## config.mk

```make
export PLATFORM = sky130hd
export DESIGN_NAME = backlight_supervisor
export DESIGN_NICKNAME = d
export VERILOG_FILES = /design/src/backlight_supervisor.v /design/src/pin_sync.v /design/src/boost_setpoint.v
export VERILOG_INCLUDE_DIRS = /design/src
export SDC_FILE = /design/constraint.sdc
export NUM_CORES = 1
export LEC_CHECK = 0
export BUFFER_PORTS_ARGS = -buffer_cell sky130_fd_sc_hd__buf_4
export CAP_MARGIN = 20
export CORE_MARGIN = 4
export CORE_UTILIZATION = 25
export CTS_CLUSTER_DIAMETER = 50
export DETAILED_ROUTE_END_ITERATION = 16
export PLACE_DENSITY = 0.45
export SKIP_LAST_GASP = 1
export SLEW_MARGIN = 20
export SYNTH_ARGS = -nofsm -noshare
export SYNTH_HDL_FRONTEND = slang
export SYNTH_SLANG_ARGS = --single-unit
```

## constraint.sdc

```tcl
create_clock -name REF_CLK -period 7.1 [get_ports REF_CLK]
set_input_delay 0.355 -clock REF_CLK [delete_from_list [all_inputs] [get_ports REF_CLK]]
set_output_delay 0.355 -clock REF_CLK [all_outputs]
set_load 0.005 [all_outputs]
```

## src/bl_regs.vh

```
// register map, field positions, reset values and timing constants
`ifndef BL_REGS_VH
`define BL_REGS_VH

// register indices
`define ADR_CFG0       8'h00
`define ADR_CFG1       8'h01
`define ADR_FAULT      8'h02
`define ADR_TEMP_HI    8'h03
`define ADR_TEMP_LO    8'h04
`define ADR_SETPOINT   8'h05
`define ADR_DUTY       8'h06

// reset values
`define CFG0_RST       8'h00
`define CFG1_RST       8'h40

// cfg0 fields
`define F_CODE_LO      0
`define F_CODE_HI      4
`define F_MARGIN_LO    5
`define F_MARGIN_HI    7

// cfg1 fields
`define F_ADAPT        0
`define F_MISMATCH     1
`define F_SUPPLY_LO    2
`define F_SUPPLY_HI    3
`define F_HEAT_LO      4
`define F_HEAT_HI      5
`define F_AUTO_BOOST   6
`define F_SW_START     7

// setpoint arithmetic, one step is 125 mV above the 10 V floor
`define STEP_MV        125
`define STEPS_PER_VOLT 8'h08
`define CODE_SAT       5'h1e
`define SET_MAX        8'hf0
`define OVP_MARGIN     9'h010

// temperature
`define TEMP_W         11
`define TEMP_FRAC      3
`define TSD_ON_C       8'h96
`define TSD_OFF_C      8'h82
`define LIM_A_C        8'h6e
`define LIM_B_C        8'h78
`define LIM_C_C        8'h82
`define FULL_DUTY      9'h064
`define DUTY_RST       7'h64
`define DERATE_PCT     9'h002

// adaptive loop update period
`define CLK_PERIOD_NS  100
`define STEP_TIME_NS   10000
`define STEP_CYCLES    (`STEP_TIME_NS / `CLK_PERIOD_NS)

`define STR_N          4

`endif

```

## src/backlight_supervisor.v

```verilog
// backlight supervisor: boost setpoint, fault capture, thermal derating
`timescale 1ns/100ps
`include "bl_regs.vh"
// ---------------------------------------------------------------
// Notes on behaviour
// - adaptive mode steps the boost setpoint by 125 mV from headroom
// - adaptive start takes the manual code as first setpoint
// - manual code gives 10 V plus 1 V per step, 40 V at 30/31
// - over-voltage limit tracks the present setpoint
// - weakest-headroom string steers the boost to keep its margin
// - three-bit margin select sets target headroom 300 to 1200 mV
// - any fault pulls the fault pin low and is recorded
// - reading the fault register clears the record
// - enable low clears every recorded fault
// - a faulty string leaves the adaptive loop
// - fault bits show open or short and the faulty string count
// - one bit picks 3.3 V or 5.3 V string mismatch threshold
// - string faults detected only in mixed dimming mode
// - two-bit select: off, 2.7 V, 5.4 V, 8.1 V supply threshold
// - supply low stops boost and LEDs, faults, restarts on recovery
// - over-current shuts down, record held until read or enable low
// - over the limit duty drops 2% per degree while enabled
// - 11-bit temperature over high and low byte, high read first
// - two-bit limit select: off, 110, 120, 130 degrees
// - thermal derating raises no fault
// - 150 degrees shuts down and faults, resume below 130
// - auto-boost bit starts boost whenever backlight enabled
// ---------------------------------------------------------------
module backlight_supervisor #(
	parameter STEP_CYCLES = `STEP_CYCLES
) (
	input  wire        REF_CLK,
	input  wire        RST,
	input  wire [7:0]  ADDR,
	input  wire [7:0]  WDATA,
	input  wire        WR,
	input  wire        RD,
	output reg  [7:0]  RDATA,
	input  wire        EN_PIN,
	input  wire        MIXED_DIM,
	input  wire [3:0]  HEAD_LOW,
	input  wire [3:0]  HEAD_HIGH,
	input  wire [3:0]  STR_OPEN,
	input  wire [3:0]  STR_SHORT,
	input  wire        SUPPLY_LOW,
	input  wire        OVER_CURRENT,
	input  wire [10:0] TEMP_CODE,
	output reg         BOOST_ON,
	output reg         LED_ON,
	output wire [7:0]  BOOST_SET,
	output reg  [8:0]  OVP_SET,
	output reg  [2:0]  MARGIN_SEL,
	output reg         MISMATCH_SEL,
	output reg  [1:0]  SUPPLY_LOW_SEL,
	output reg  [3:0]  LOOP_MASK,
	output reg  [6:0]  DUTY_PCT,
	output reg         FAULT_O,
	output reg         FAULT_OE
);

// ---------------------------------------------------------------
// functions
// ---------------------------------------------------------------
	function [2:0] popcount4;
		input [3:0] v;
		begin
			popcount4 = {2'h0, v[0]} + {2'h0, v[1]}
				+ {2'h0, v[2]} + {2'h0, v[3]};
		end
	endfunction

	function [7:0] limit_deg;
		input [1:0] sel;
		begin
			case (sel)
				2'h1: limit_deg = `LIM_A_C;
				2'h2: limit_deg = `LIM_B_C;
				2'h3: limit_deg = `LIM_C_C;
				default: limit_deg = 8'hff;
			endcase
		end
	endfunction

// ---------------------------------------------------------------
// pin synchronisation
// ---------------------------------------------------------------
	localparam SW = 2 + 4 * `STR_N + 2 + `TEMP_W;

	wire [SW-1:0]  sync_q;
	wire           en;
	wire           mixed;
	wire [3:0]     s_low;
	wire [3:0]     s_high;
	wire [3:0]     s_open;
	wire [3:0]     s_short;
	wire           s_supply;
	wire           s_ocp;
	wire [10:0]    s_temp;

	// the temperature word may tear for one sample on a code change;
	// a single-cycle glitch disturbs derating for one cycle, but can also trip the 150 degree shutdown and record a fault
	pin_sync #(
		.W (SW)
	) u_sync (
		.clk (REF_CLK),
		.rst (RST),
		.d   ({EN_PIN, MIXED_DIM, HEAD_LOW, HEAD_HIGH, STR_OPEN,
			STR_SHORT, SUPPLY_LOW, OVER_CURRENT, TEMP_CODE}),
		.q   (sync_q)
	);

	assign {en, mixed, s_low, s_high, s_open, s_short,
		s_supply, s_ocp, s_temp} = sync_q;

// ---------------------------------------------------------------
// configuration registers
// ---------------------------------------------------------------
	reg  [7:0] cfg0_ff;
	reg  [7:0] cfg1_ff;
	wire [4:0] code;
	wire [1:0] supply_sel;
	wire [1:0] heat_sel;
	wire       adaptive;
	wire       auto_boost;
	wire       sw_start;

	assign code       = cfg0_ff[`F_CODE_HI:`F_CODE_LO];
	assign supply_sel = cfg1_ff[`F_SUPPLY_HI:`F_SUPPLY_LO];
	assign heat_sel   = cfg1_ff[`F_HEAT_HI:`F_HEAT_LO];
	assign adaptive   = cfg1_ff[`F_ADAPT];
	assign auto_boost = cfg1_ff[`F_AUTO_BOOST];
	assign sw_start   = cfg1_ff[`F_SW_START];

	always @(posedge REF_CLK or posedge RST) begin
		if (RST) begin
			cfg0_ff <= `CFG0_RST;
			cfg1_ff <= `CFG1_RST;
		end else if (WR) begin
			if (ADDR == `ADR_CFG0)
				cfg0_ff <= WDATA;
			if (ADDR == `ADR_CFG1)
				cfg1_ff <= WDATA;
		end
	end

// ---------------------------------------------------------------
// fault detection and record
// ---------------------------------------------------------------
	reg        open_ff;
	reg        short_ff;
	reg        uv_ff;
	reg        oc_ff;
	reg        tsd_ff;
	reg  [3:0] bad_ff;
	reg        tsd_act_ff;
	reg        led_on_ff;
	wire       rd_fault;
	wire       clr;
	wire       det_en;
	wire [3:0] new_open;
	wire [3:0] new_short;
	wire       uv_now;
	wire       halt;
	wire [7:0] temp_deg;

	assign temp_deg = s_temp[`TEMP_W-1:`TEMP_FRAC];
	assign rd_fault = RD & (ADDR == `ADR_FAULT);
	assign clr = rd_fault | ~en;

	assign det_en    = en & led_on_ff & mixed;
	assign new_open  = s_open & {4{det_en}};
	assign new_short = s_short & {4{det_en}};

	assign uv_now = en & (supply_sel != 2'h0) & s_supply;

	assign halt = uv_now | oc_ff | tsd_act_ff;

	always @(posedge REF_CLK or posedge RST) begin
		if (RST)
			tsd_act_ff <= 1'b0;
		else if (temp_deg >= `TSD_ON_C)
			tsd_act_ff <= 1'b1;
		else if (temp_deg < `TSD_OFF_C)
			tsd_act_ff <= 1'b0;
	end

	// a fresh event wins over a clear in the same cycle
	// record cause
	always @(posedge REF_CLK or posedge RST) begin
		if (RST) begin
			open_ff  <= 1'b0;
			short_ff <= 1'b0;
			uv_ff    <= 1'b0;
			oc_ff    <= 1'b0;
			tsd_ff   <= 1'b0;
			bad_ff   <= 4'h0;
		end else begin
			open_ff  <= (open_ff & ~clr) | (|new_open);
			short_ff <= (short_ff & ~clr) | (|new_short);
			uv_ff    <= (uv_ff & ~clr) | uv_now;
			oc_ff    <= (oc_ff & ~clr) | (en & s_ocp);
			tsd_ff   <= (tsd_ff & ~clr) | (en & tsd_act_ff);
			bad_ff   <= (bad_ff & {4{~clr}}) | new_open | new_short;
		end
	end

// ---------------------------------------------------------------
// boost and led enables, adaptive loop
// ---------------------------------------------------------------
	wire [3:0] in_loop;
	wire       raise;
	wire       lower;

	assign in_loop = ~bad_ff;
	assign raise = |(s_low & in_loop);
	assign lower = (&(s_high | bad_ff)) & (|in_loop);

	always @(posedge REF_CLK or posedge RST) begin
		if (RST) begin
			BOOST_ON  <= 1'b0;
			LED_ON    <= 1'b0;
			led_on_ff <= 1'b0;
		end else begin
			BOOST_ON  <= en & (auto_boost | sw_start) & ~halt;
			LED_ON    <= en & ~halt;
			led_on_ff <= en & ~halt;
		end
	end

	boost_setpoint #(
		.STEP_CYCLES (STEP_CYCLES)
	) u_setpoint (
		.clk         (REF_CLK),
		.rst         (RST),
		.run         (BOOST_ON),
		.adaptive    (adaptive),
		.manual_code (code),
		.raise       (raise),
		.lower       (lower),
		.setpoint    (BOOST_SET)
	);

// ---------------------------------------------------------------
// analog selects and protection outputs
// ---------------------------------------------------------------
	always @(posedge REF_CLK or posedge RST) begin
		if (RST) begin
			OVP_SET        <= `OVP_MARGIN;
			MARGIN_SEL     <= 3'h0;
			MISMATCH_SEL   <= 1'b0;
			SUPPLY_LOW_SEL <= 2'h0;
			LOOP_MASK      <= 4'hf;
			FAULT_O        <= 1'b0;
			FAULT_OE       <= 1'b0;
		end else begin
			OVP_SET        <= {1'b0, BOOST_SET} + `OVP_MARGIN;
			MARGIN_SEL     <= cfg0_ff[`F_MARGIN_HI:`F_MARGIN_LO];
			MISMATCH_SEL   <= cfg1_ff[`F_MISMATCH];
			SUPPLY_LOW_SEL <= supply_sel;
			LOOP_MASK      <= in_loop;
			FAULT_O        <= 1'b0;
			FAULT_OE       <= open_ff | short_ff | uv_ff | oc_ff | tsd_ff;
		end
	end

// ---------------------------------------------------------------
// thermal derating
// ---------------------------------------------------------------
	reg  [8:0] nxt_duty;
	wire [7:0] lim;
	wire [7:0] excess;
	wire [8:0] cut;

	assign lim    = limit_deg(heat_sel);
	assign excess = temp_deg - lim;
	assign cut    = {1'b0, excess} * `DERATE_PCT;

	always @* begin
		nxt_duty = `FULL_DUTY;
		if (en & (heat_sel != 2'h0) & (temp_deg > lim)) begin
			if (cut >= `FULL_DUTY)
				nxt_duty = 9'h000;
			else
				nxt_duty = `FULL_DUTY - cut;
		end
	end

	always @(posedge REF_CLK or posedge RST) begin
		if (RST)
			DUTY_PCT <= `DUTY_RST;
		else
			DUTY_PCT <= nxt_duty[6:0];
	end

// ---------------------------------------------------------------
// register read port
// ---------------------------------------------------------------
	reg  [2:0] lo_snap_ff;
	reg  [7:0] nxt_rdata;
	wire [7:0] fault_word;

	assign fault_word = {tsd_ff, oc_ff, uv_ff, popcount4(bad_ff),
		short_ff, open_ff};

	always @* begin
		nxt_rdata = 8'h00;
		if (RD) begin
			case (ADDR)
				`ADR_CFG0:     nxt_rdata = cfg0_ff;
				`ADR_CFG1:     nxt_rdata = cfg1_ff;
				`ADR_FAULT:    nxt_rdata = fault_word;
				`ADR_TEMP_HI:  nxt_rdata = temp_deg;
				`ADR_TEMP_LO:  nxt_rdata = {5'h00, lo_snap_ff};
				`ADR_SETPOINT: nxt_rdata = BOOST_SET;
				`ADR_DUTY:     nxt_rdata = {1'b0, DUTY_PCT};
				default:       nxt_rdata = 8'h00;
			endcase
		end
	end

	always @(posedge REF_CLK or posedge RST) begin
		if (RST) begin
			lo_snap_ff <= 3'h0;
			RDATA      <= 8'h00;
		end else begin
			if (RD & (ADDR == `ADR_TEMP_HI))
				lo_snap_ff <= s_temp[`TEMP_FRAC-1:0];
			RDATA <= nxt_rdata;
		end
	end
endmodule // backlight_supervisor

```

## src/pin_sync.v

```verilog
// two-stage synchroniser for a group of pin levels
`timescale 1ns/100ps
module pin_sync #(
	parameter W = 1
) (
	input  wire         clk,
	input  wire         rst,
	input  wire [W-1:0] d,
	output reg  [W-1:0] q
);
	reg [W-1:0] meta_ff;

	always @(posedge clk or posedge rst) begin
		if (rst) begin
			meta_ff <= {W{1'b0}};
			q       <= {W{1'b0}};
		end else begin
			meta_ff <= d;
			q       <= meta_ff;
		end
	end
endmodule // pin_sync

```

## src/boost_setpoint.v

```verilog
// boost voltage setpoint: manual code or adaptive 125 mV stepping
`timescale 1ns/100ps
`include "bl_regs.vh"
module boost_setpoint #(
	parameter STEP_CYCLES = `STEP_CYCLES
) (
	input  wire       clk,
	input  wire       rst,
	input  wire       run,
	input  wire       adaptive,
	input  wire [4:0] manual_code,
	input  wire       raise,
	input  wire       lower,
	output reg  [7:0] setpoint
);
	reg  [15:0] tick_ff;
	reg         run_ff;
	wire        tick;
	wire [7:0]  man_steps;

	// codes 30 and 31 both give 40 V
	function [7:0] code_steps;
		input [4:0] c;
		begin
			if (c >= `CODE_SAT)
				code_steps = `SET_MAX;
			else
				code_steps = {3'h0, c} * `STEPS_PER_VOLT;
		end
	endfunction

	assign man_steps = code_steps(manual_code);
	assign tick = (tick_ff == STEP_CYCLES - 1);

	always @(posedge clk or posedge rst) begin
		if (rst) begin
			tick_ff  <= 16'h0000;
			run_ff   <= 1'b0;
			setpoint <= 8'h00;
		end else begin
			run_ff  <= run;
			tick_ff <= (tick | ~run) ? 16'h0000 : tick_ff + 16'h0001;
			if (~run | ~run_ff | ~adaptive) begin
				setpoint <= man_steps;
			end else if (tick & raise & (setpoint < `SET_MAX)) begin
				setpoint <= setpoint + 8'h01;
			end else if (tick & lower & (setpoint != 8'h00)) begin
				setpoint <= setpoint - 8'h01;
			end
		end
	end
endmodule // boost_setpoint

```

==> out/results.ini, run 1 <==
[run_status]
status=finished clean

[logic_synthesis]
synthDistinctLibCells=69
synth-main-ff-cell=dfrtp_1
yosysSeqAreaShare_pct=59.8
syn_avg_cell_area_um2=12.4
yosysWarnings=0
synthArstFlopShare_pct=100
ys_ff_latch=152
netlist_instances=513
synth_edf_count=0
netlist_area_um2=6380
yosys.area.top_type=dfrtp_1
yosysTopAreaCellShare_pct=56.1
synth_area_leaders=dfrtp_1 56%, ha_1 4.9%, dfstp_2 3.7%

[global_routing]
grt_pass1_vias=4553
grt_max_degree=82
antenna_found_initial=0
gr-total-overflow=0
grt_usage_pct=11.8
grt_pass1_wl_mm=25.9

[worst_setup_path]
path_max_fanout=12
reg2reg_slack_ns=4.04
regToRegStartpoint=u_setpoint.tick_ff[0]
worstSetupPathType=reg -> reg
cpMostUsedCell=ha_1
start_kind=register
cp_slowest_cell=dfrtp_1
critPathBufInv=0
critPathCaptureType=register
worstPathArrival_ns=3.36
r2r_end=u_setpoint.setpoint[7]
path_delay_family=compound AO/OA/AOI/OAI gates
crit_required_ns=7.40
cp_cell_sequence=ha_1 > and4b_1 > and4_1 > nand3_2 > ha_1 > a21oi_1 > o211ai_1 > a31o_2 > o211a_1 > a211oi_1 > o21ai_0
slowest_delay_ns=0.40
reg2reg_depth=11

[sta]
max_freq_ghz=0.327
maxSlewHeadroom_pct=39.6
setup-tns-final_ns=0
fin_ws_ns=4.04
slew_viol_final=0
fin_worst_skew_ns=0.00700
final-setup-viol-count=0
hold_viol=0
final.min_clock_period_ns=3.06
rsz0062_at_grt=no
worst_slew_pin_slew_ns=0.905
period_share_pct=43.1

[cts]
numClockSinks=152
cts_buffers=17
cts_tree=yes
cts.htree.levels=4
post-cts-setup-buffers=0
cts_resized=0
clockBufferDepth=2
root_buffer=clkbuf_16
clk_pin_slew_ns=0.07
worstSkewPairLatency_ns=0.42
cts_hold_buf=0

[pwr]
p_leak_uw=0.00363
p_seq_share_pct=47.0
ir_drop_mv=0.141
p_total_uw=1980
p_sw_share_pct=24.0
p_per_area_nw_per_um2=245
switchingPower_uw=475
p_comb_share_pct=7.4
clkPwrFrac_pct=45.5
internal-power_uw=1500

[die]
io_pins=97
die-area_um2=28100
placementRows=58
die_h_um=168
die_w_um=168
fp.coreArea_um2=25200
initial_core_util_pct=25.3

[route]
vias_per_cell=4.41
vias=4241
first_pass_iters=5
drt-total-wl_mm=16.2
wire_per_inst_um=16.8
drtAntennaViolNets=0
dr.first_iter.drc_count=249
route.detailed.drc=0

[place]
numPortBuffers=94
dp_slack_ns=4.04
hpwl_mm=12.0
gp_congestion=0.797

[min_path]
hold_class=in -> reg
hold_end=u_sync.meta_ff[21]
hold_start=HEAD_HIGH[0]
holdPathStages=1

[job]
drv_cap=0

[layout]
utilization_pct=32.0
fillers=2518
diodes=0
area_growth_pct=26.2
drive_above_1_share_pct=27.9
layout.nets=698

## cell families (layout without fill, tap and decap cells)
| kind of cell | after synthesis | after routing | synth area share (%) |
|---|---|---|---|
| multiplexers | 29 | 29 | 5.14 |
| adder cells (fa/ha/maj) | 28 | 28 | 5.84 |
| other | 1 | 2 | 0.0588 |
| buffers and inverters | 33 | 150 | 2.22 |
| flip-flops | 152 | 152 | 59.8 |
| AO/OA/AOI/OAI | 85 | 85 | 9.24 |
| AND/OR/NAND/NOR | 154 | 154 | 13.4 |
| XOR/XNOR | 31 | 31 | 4.37 |
## power groups by stage
stage          Clock, uW  Sequential (uW)  Combinational, uW
2_1_floorplan          0              933               90.8
3_3_place_gp           0              945                148
3_5_place_dp           0              945                150
4_1_cts              925              930                151
5_1_grt              971              932                165
6_report             900              928                147
## flip-flops by register name, summed over array words and instances, names as in the netlist, 2 cells and up
signal               count
cfg1_ff                  8
u_sync.meta_ff          31
cfg0_ff                  8
OVP_SET                  9
lo_snap_ff               3
LOOP_MASK                4
MARGIN_SEL               3
RDATA                    8
u_setpoint.setpoint      8
SUPPLY_LOW_SEL           2
u_setpoint.tick_ff      16
bad_ff                   4
DUTY_PCT                 6
u_sync.q                31
## synth_stat cells (all sizes together), types with 4 or more instances
master,n
dfrtp,143
nor2,49
nand2,29
ha,25
inv,24
a21oi,20
mux2,20
nand3,18
xor2,16
xnor2,15
nor3,11
o21ai,11
dfstp,9
mux2i,8
a22oi,7
nor2b,7
nor3b,7
nor4,7
buf,6
o2bb2ai,6
a31oi,5
and2,5
o21a,5
a21o,4
a221oi,4
and3,4
nand4,4
o211ai,4
## worst max-delay path by stage
stage	depth (start not counted)	startpoint	slack [ns]	endpoint
3_3_place_gp	11	u_setpoint.tick_ff[0]	4.10	u_setpoint.setpoint[7]
2_1_floorplan	1	RST	2.67	BOOST_ON
6_report	11	u_setpoint.tick_ff[0]	4.04	u_setpoint.setpoint[7]
3_5_place_dp	11	u_setpoint.tick_ff[0]	4.04	u_setpoint.setpoint[7]
4_1_cts	11	u_setpoint.tick_ff[0]	4.03	u_setpoint.setpoint[7]
5_1_grt	11	u_setpoint.tick_ff[0]	3.75	u_setpoint.setpoint[7]
## cell type report
| class | count | area, um2 | share of cell area (%) |
|---|---|---|---|
| Multi-Input combinational cell | 329 | 2430 | 30.2 |
| Clock buffer | 19 | 443 | 5.50 |
| Timing Repair Buffer | 95 | 713 | 8.86 |
| Tap cell | 330 | 413 | 5.13 |
| Inverter | 24 | 95.1 | 1.18 |
| Sequential cell | 152 | 3810 | 47.4 |
| Clock inverter | 12 | 143 | 1.77 |
## layer usage
layer / wire [um] / vias up / global-route usage, %
met2: 7430 / 122 / 18.3
met4: 386 / 0 / 4.52
met3: 658 / 21 / 2.57
met1: 7690 / 2087 / 16.2
met5: 0 / - / 0
li1: - / 2011 / -
## per-stage QoR
| step | hold slack, ns | area (um2) | std cells |
|---|---|---|---|
| finish | 0.0390 | 8050 | 961 |
| global route | 0.0193 | 8050 | 961 |
| CTS | 0.0230 | 8050 | 961 |
| detailed placement | 0.335 | 7460 | 930 |
| global placement | 0.338 | 7460 | 930 |
| floorplan | 0.331 | 6380 | 514 |
## worst reg2reg max path: cells and delay by family, from the launching register on
| family | cells | cell delay, ns |
|---|---|---|
| AO/OA/AOI/OAI | 6 | 1.19 |
| adder cells (fa/ha/maj) | 2 | 0.60 |
| flip-flops | 1 | 0.40 |
| AND/OR/NAND/NOR | 3 | 0.76 |
## cells in the final DEF, fill, tap and decap left out, types with 6 or more instances in the layout
master	n
xor2_1	15
dfrtp_1	143
dfstp_2	9
o2bb2ai_1	6
nor4_1	7
mux2_2	20
clkbuf_16	17
buf_4	95
nor2_1	48
xnor2_1	15
nor3_1	10
nand2_1	27
a21oi_1	20
nor2b_1	7
nand3_1	16
a22oi_1	7
inv_1	23
o21ai_0	11
clkinvlp_4	6
mux2i_1	8
ha_1	25
(Power assumes the default switching activity.)
==> run 2, diff against run 1 <==
- PLACE_DENSITY: 0.45 -> 0.46
- clock period: 7.1 -> 2.8 ns (I/O delays scaled with it)
==> run 2 against run 1 <==
  * Register-to-register slack worse by 3.9 ns
  * Flip-flop and latch count unchanged
  * Final cell count grew 7.2%
  * Highest routed layer unchanged
==> out/results.ini, run 2 (same netlist as run 1, synthesis figures left out) <==
[cts]
cts_buffers=17
worstSkewPairLatency_ns=0.43
numClockSinks=152
cts_tree=yes
clk_pin_slew_ns=0.06
cts.htree.levels=4
root_buffer=clkbuf_16
clockBufferDepth=2

[place]
gp_congestion=0.851
postPlaceCellArea_um2=7630
numPortBuffers=94
hpwl_mm=12.8
dp_cells=949

[worst_setup_path]
worstPathArrival_ns=2.99
cp_cell_sequence=ha_2 > and4b_1 > and4_4 > nand3_4 > buf_4 > ha_4 > a21oi_2 > o211ai_1 > a31o_2 > o211a_1 > a211oi_2 > o21ai_1
worstSetupPathType=reg -> reg
path_max_fanout=8
critPathCaptureType=register
slowest_delay_ns=0.38
start_kind=register
cp_slowest_cell=dfrtp_1
crit_required_ns=3.11

[global_routing]
use_met2_pct=19.9
grtUsageMet3_pct=3.21
met1_usage_pct=16.3
grt_max_degree=41
top_usage_layer=met2
gr-total-overflow=0
antenna_found_initial=0
grt_pass1_wl_mm=27.4
grt_pass1_vias=4929
grt_usage_pct=12.5

[job]
drv_cap=0

[layout]
utilization_pct=34.9
top_regs=u_sync.meta_ff (31), u_sync.q (31), u_setpoint.tick_ff (16)
area_growth_pct=37.6
regArea_um2=3810
final_cells=1030
multiInputGateArea_um2=2520
layout_commonest_cell=dfrtp_1
fin_area_um2=8780
fillers=2455
drive_above_1_share_pct=31.4
mostFrequentLayoutCells=143 x dfrtp_1, 119 x buf_4, 48 x nor2_1
layout.nets=766
diodes=0

[die]
fp.coreArea_um2=25200
placementRows=58
die_h_um=168
die-area_um2=28100
io_pins=97
die_w_um=168
initial_core_util_pct=25.3

[pwr]
p_per_area_nw_per_um2=577
p_leak_uw=0.00397
ir_drop_mv=0.303

[route]
drtAntennaViolNets=0
vias_per_cell=4.46
route.detailed.drc=0
wire_per_inst_um=16.8
first_pass_iters=4
dr.first_iter.drc_count=259
drt-total-wl_mm=17.3
vias=4591

[sta]
max_freq_ghz=0.373
slew_viol_final=0
hold_ws_ns=0.130
rsz0062_at_grt=yes
worst_slew_pin_slew_ns=0.852
fin_worst_skew_ns=0.00954
hold_viol=0
maxSlewHeadroom_pct=43.1
final.min_clock_period_ns=2.68
period_share_pct=95.8
final-setup-viol-count=0

[min_path]
hold_class=in -> reg

[run_status]
status=finished clean

run 2: path summary, 6_finish.rpt:
path                                        from                     end  slack, ns  cells past startpoint
max                        u_setpoint.tick_ff[0]  u_setpoint.setpoint[7]       0.12                     12
min                                           RD                   oc_ff       0.13                      4
max reg2reg                u_setpoint.tick_ff[0]  u_setpoint.setpoint[7]       0.12                     12
min reg2reg                   u_sync.meta_ff[10]            u_sync.q[10]       0.35                      0
max in group asynchronous                    RST              cfg1_ff[6]       1.49                      4
min in group asynchronous                    RST                FAULT_OE       0.44                      3
run 2: layout make-up:
| type | instances | area share, % |
|---|---|---|
| Clock inverter | 11 | 1.28 |
| Clock buffer | 21 | 5.36 |
| Multi-Input combinational cell | 329 | 28.7 |
| Tap cell | 330 | 4.70 |
| Sequential cell | 152 | 43.4 |
| Timing Repair Buffer | 163 | 15.4 |
| Inverter | 24 | 1.07 |
run 2: repair_timing:
item | in CTS | in global routing
hold buffers | 40 | 0
buffers inserted | 0 | 9
endpoints found under the hold margin | 80 | 0
resized for setup | 3 | 20
pin swaps | 0 | 8
setup endpoints to repair | 1 | 4
gates cloned | 0 | 0
run 2: power breakdown:
part | total [uW] | leakage [uW] | internal (uW) | switching, uW
Combinational | 464 | 0.00176 | 235 | 229
Sequential | 2340 | 0.00193 | 2280 | 57.6
Clock | 2260 | 0.000278 | 1310 | 952
Total | 5070 | 0.00397 | 3830 | 1240
run 2: worst max-delay path: cells and delay by family (launching register included):
family                   cells  cell delay [ns]
flip-flops                   1             0.38
buffers and inverters        1             0.19
AND/OR/NAND/NOR              3             0.58
adder cells (fa/ha/maj)      2             0.38
AO/OA/AOI/OAI                6             1.03
run 2: per-layer routing:
| layer | share of wire, % | vias to the layer above |
|---|---|---|
| met4 | 3.0 | 0 |
| li1 | - | 2151 |
| met5 | 0 | - |
| met1 | 44 | 2256 |
| met2 | 48 | 140 |
| met3 | 4.8 | 44 |
run 2: through the flow:
stage	total power, uW	setup slack, ns	setup TNS (ns)
2_1_floorplan	2600	0.0603	0
3_3_place_gp	2790	-0.00464	-0.00464
3_5_place_dp	2800	-0.0656	-0.0656
4_1_cts	5130	0.0298	0
5_1_grt	5290	-0.0262	-0.0262
6_report	5070	0.118	0
==> run 3, diff against run 2 <==
- CORE_ASPECT_RATIO: default -> 1.5
==> run 3 against run 2 <==
  * Combinational power about the same
  * Register-to-register slack barely moved
  * First-iteration DRC count is 8.5% higher
  * Setup slack better by 0.015 ns
  * Die area is 0.18% higher
  * Flip-flop and latch count is the same
  * Clock skew is 0.0031 ns higher
  * Total power rose by 2.6%
  * Highest routed layer unchanged
  * Maximum frequency is 0.56% higher
  * Non-clock buffer count shrank 5
  * Final area decreased by 0.88%
  * Sequential share of layout area increased by 0.39 points
  * Largest power group is now clock
==> out/results.ini, run 3 (same netlist as run 1, synthesis figures left out) <==
[cts]
clk_pin_slew_ns=0.07
root_buffer=clkbuf_16
worstSkewPairLatency_ns=0.42
cts_buffers=17
cts_tree=yes
cts.htree.levels=4
clockBufferDepth=2
numClockSinks=152

[worst_setup_path]
critPathCaptureType=register
regToRegStartpoint=u_setpoint.tick_ff[1]
crit_end=u_setpoint.setpoint[7]
crit_required_ns=3.09
startpoint=u_setpoint.tick_ff[1]
start_kind=register
path_max_fanout=7
slowest_delay_ns=0.38
reg2reg_depth=11
r2r_end=u_setpoint.setpoint[7]
cpMostUsedCell=ha_1
cp_cell_sequence=ha_1 > and4b_1 > and4_4 > nand3_4 > ha_1 > nand2_1 > o211ai_1 > a31o_2 > o211a_1 > a211oi_1 > o21ai_0
worstSetupPathType=reg -> reg
worstPathArrival_ns=2.96
cp_slowest_cell=dfrtp_1
reg2reg_slack_ns=0.13

[pwr]
p_sw_share_pct=24.2
p_seq_share_pct=45.1
internal-power_uw=3940
p_total_uw=5200
p_leak_uw=0.00394
ir_drop_mv=0.385
p_per_area_nw_per_um2=597
p_comb_share_pct=8.9
switchingPower_uw=1260
clkPwrFrac_pct=46.0

[die]
initial_core_util_pct=25.4
fp.coreArea_um2=25100
die_h_um=204
die-area_um2=28200
io_pins=97
die_w_um=138
placementRows=71

[global_routing]
grt_pass1_wl_mm=28.2
grtUsageMet3_pct=3.14
grt_pass1_vias=4921
grt_max_degree=54
met1_usage_pct=15.3
gr-total-overflow=0
top_usage_layer=met2
grt_usage_pct=13.0
use_met2_pct=23.1
antenna_found_initial=0

[sta]
period_share_pct=95.2
max_freq_ghz=0.375
final.min_clock_period_ns=2.67
maxSlewHeadroom_pct=48.9
hold_ws_ns=0.146
final-setup-viol-count=0
hold_viol=0
slew_viol_final=0
worst_slew_pin_slew_ns=0.766
fin_worst_skew_ns=0.0126

[job]
drv_cap=0

[route]
vias_per_cell=4.42
drtAntennaViolNets=0
first_pass_iters=4
route.detailed.drc=0
dr.first_iter.drc_count=281
vias=4524
drt-total-wl_mm=17.7
wire_per_inst_um=17.3

[run_status]
status=finished clean

[layout]
fillers=2528
area_growth_pct=36.4
diodes=0
drive_above_1_share_pct=29.9
layout_commonest_cell=dfrtp_1
top_regs=u_sync.meta_ff (31), u_sync.q (31), u_setpoint.tick_ff (16)
layout.nets=761
mostFrequentLayoutCells=143 x dfrtp_1, 117 x buf_4, 48 x nor2_1

[place]
numPortBuffers=94
gp_congestion=0.872
hpwl_mm=13.5

[min_path]
hold_class=in -> reg

==> run 3: what timing repair did <==
action | CTS | global route
hold buffers | 40 | 0
buffers inserted | 0 | 0
gates resized for setup | 0 | 9
setup endpoints to repair | 0 | 4
hold endpoints to repair | 72 | 0
==> run 3: final cells by class <==
class	count	area (um2)	area share [%]
repair buffers	158	1300	14.9
flip-flops and latches	152	3810	43.8
clock buffers	17	425	4.89
well taps	328	410	4.71
clock inverters	15	193	2.21
inverters	24	93.8	1.08
multi-input cells	329	2470	28.4
==> run 3: worst max-delay path: cells and delay by family, from the launching register on <==
kind | cells | cell delay (ns)
DFF | 1 | 0.38
adders and majority gates | 2 | 0.54
AOI/OAI and AO/OA | 5 | 0.93
and+or+nand+nor | 4 | 0.68
==> run 3: per-stage QoR <==
step                instances  cell area, um2  utilization [%]   TNS [ns]  setup WS (ns)
global placement          951            7650             30.4          0         0.0496
detailed placement        951            7650             30.4          0         0.0286
global route             1023            8700             34.6  -0.000141      -0.000141
CTS                      1023            8660             34.5          0         0.0379
finish                   1023            8700             34.6          0          0.133
floorplan                 514            6390                -          0         0.0603
==> run 3: power by group through the flow <==
stage | sequential [uW] | clock (uW) | combinational, uW
5_1_grt | 2350 | 2580 | 512
4_1_cts | 2340 | 2480 | 471
6_report | 2340 | 2390 | 462
3_3_place_gp | 2380 | 0 | 419
3_5_place_dp | 2390 | 0 | 424
2_1_floorplan | 2360 | 0 | 231
==> run 3: worst min path at each step <==
stage | start | end | slack, ns | cells past startpoint
finish | RD | oc_ff | 0.15 | 4
global route | RD | oc_ff | 0.13 | 4
CTS | RD | oc_ff | 0.11 | 4
detailed placement | TEMP_CODE[0] | u_sync.meta_ff[0] | 0.25 | 1
global placement | STR_SHORT[2] | u_sync.meta_ff[15] | 0.25 | 1
floorplan | TEMP_CODE[0] | u_sync.meta_ff[0] | 0.17 | 0
==> run 3: routing by layer <==
layer,wire length [um],vias up,part of all wire [%]
met3,605,20,3.4
met4,325,0,1.8
li1,-,2143,-
met5,0,-,0
met1,7280,2254,41
met2,9450,107,54
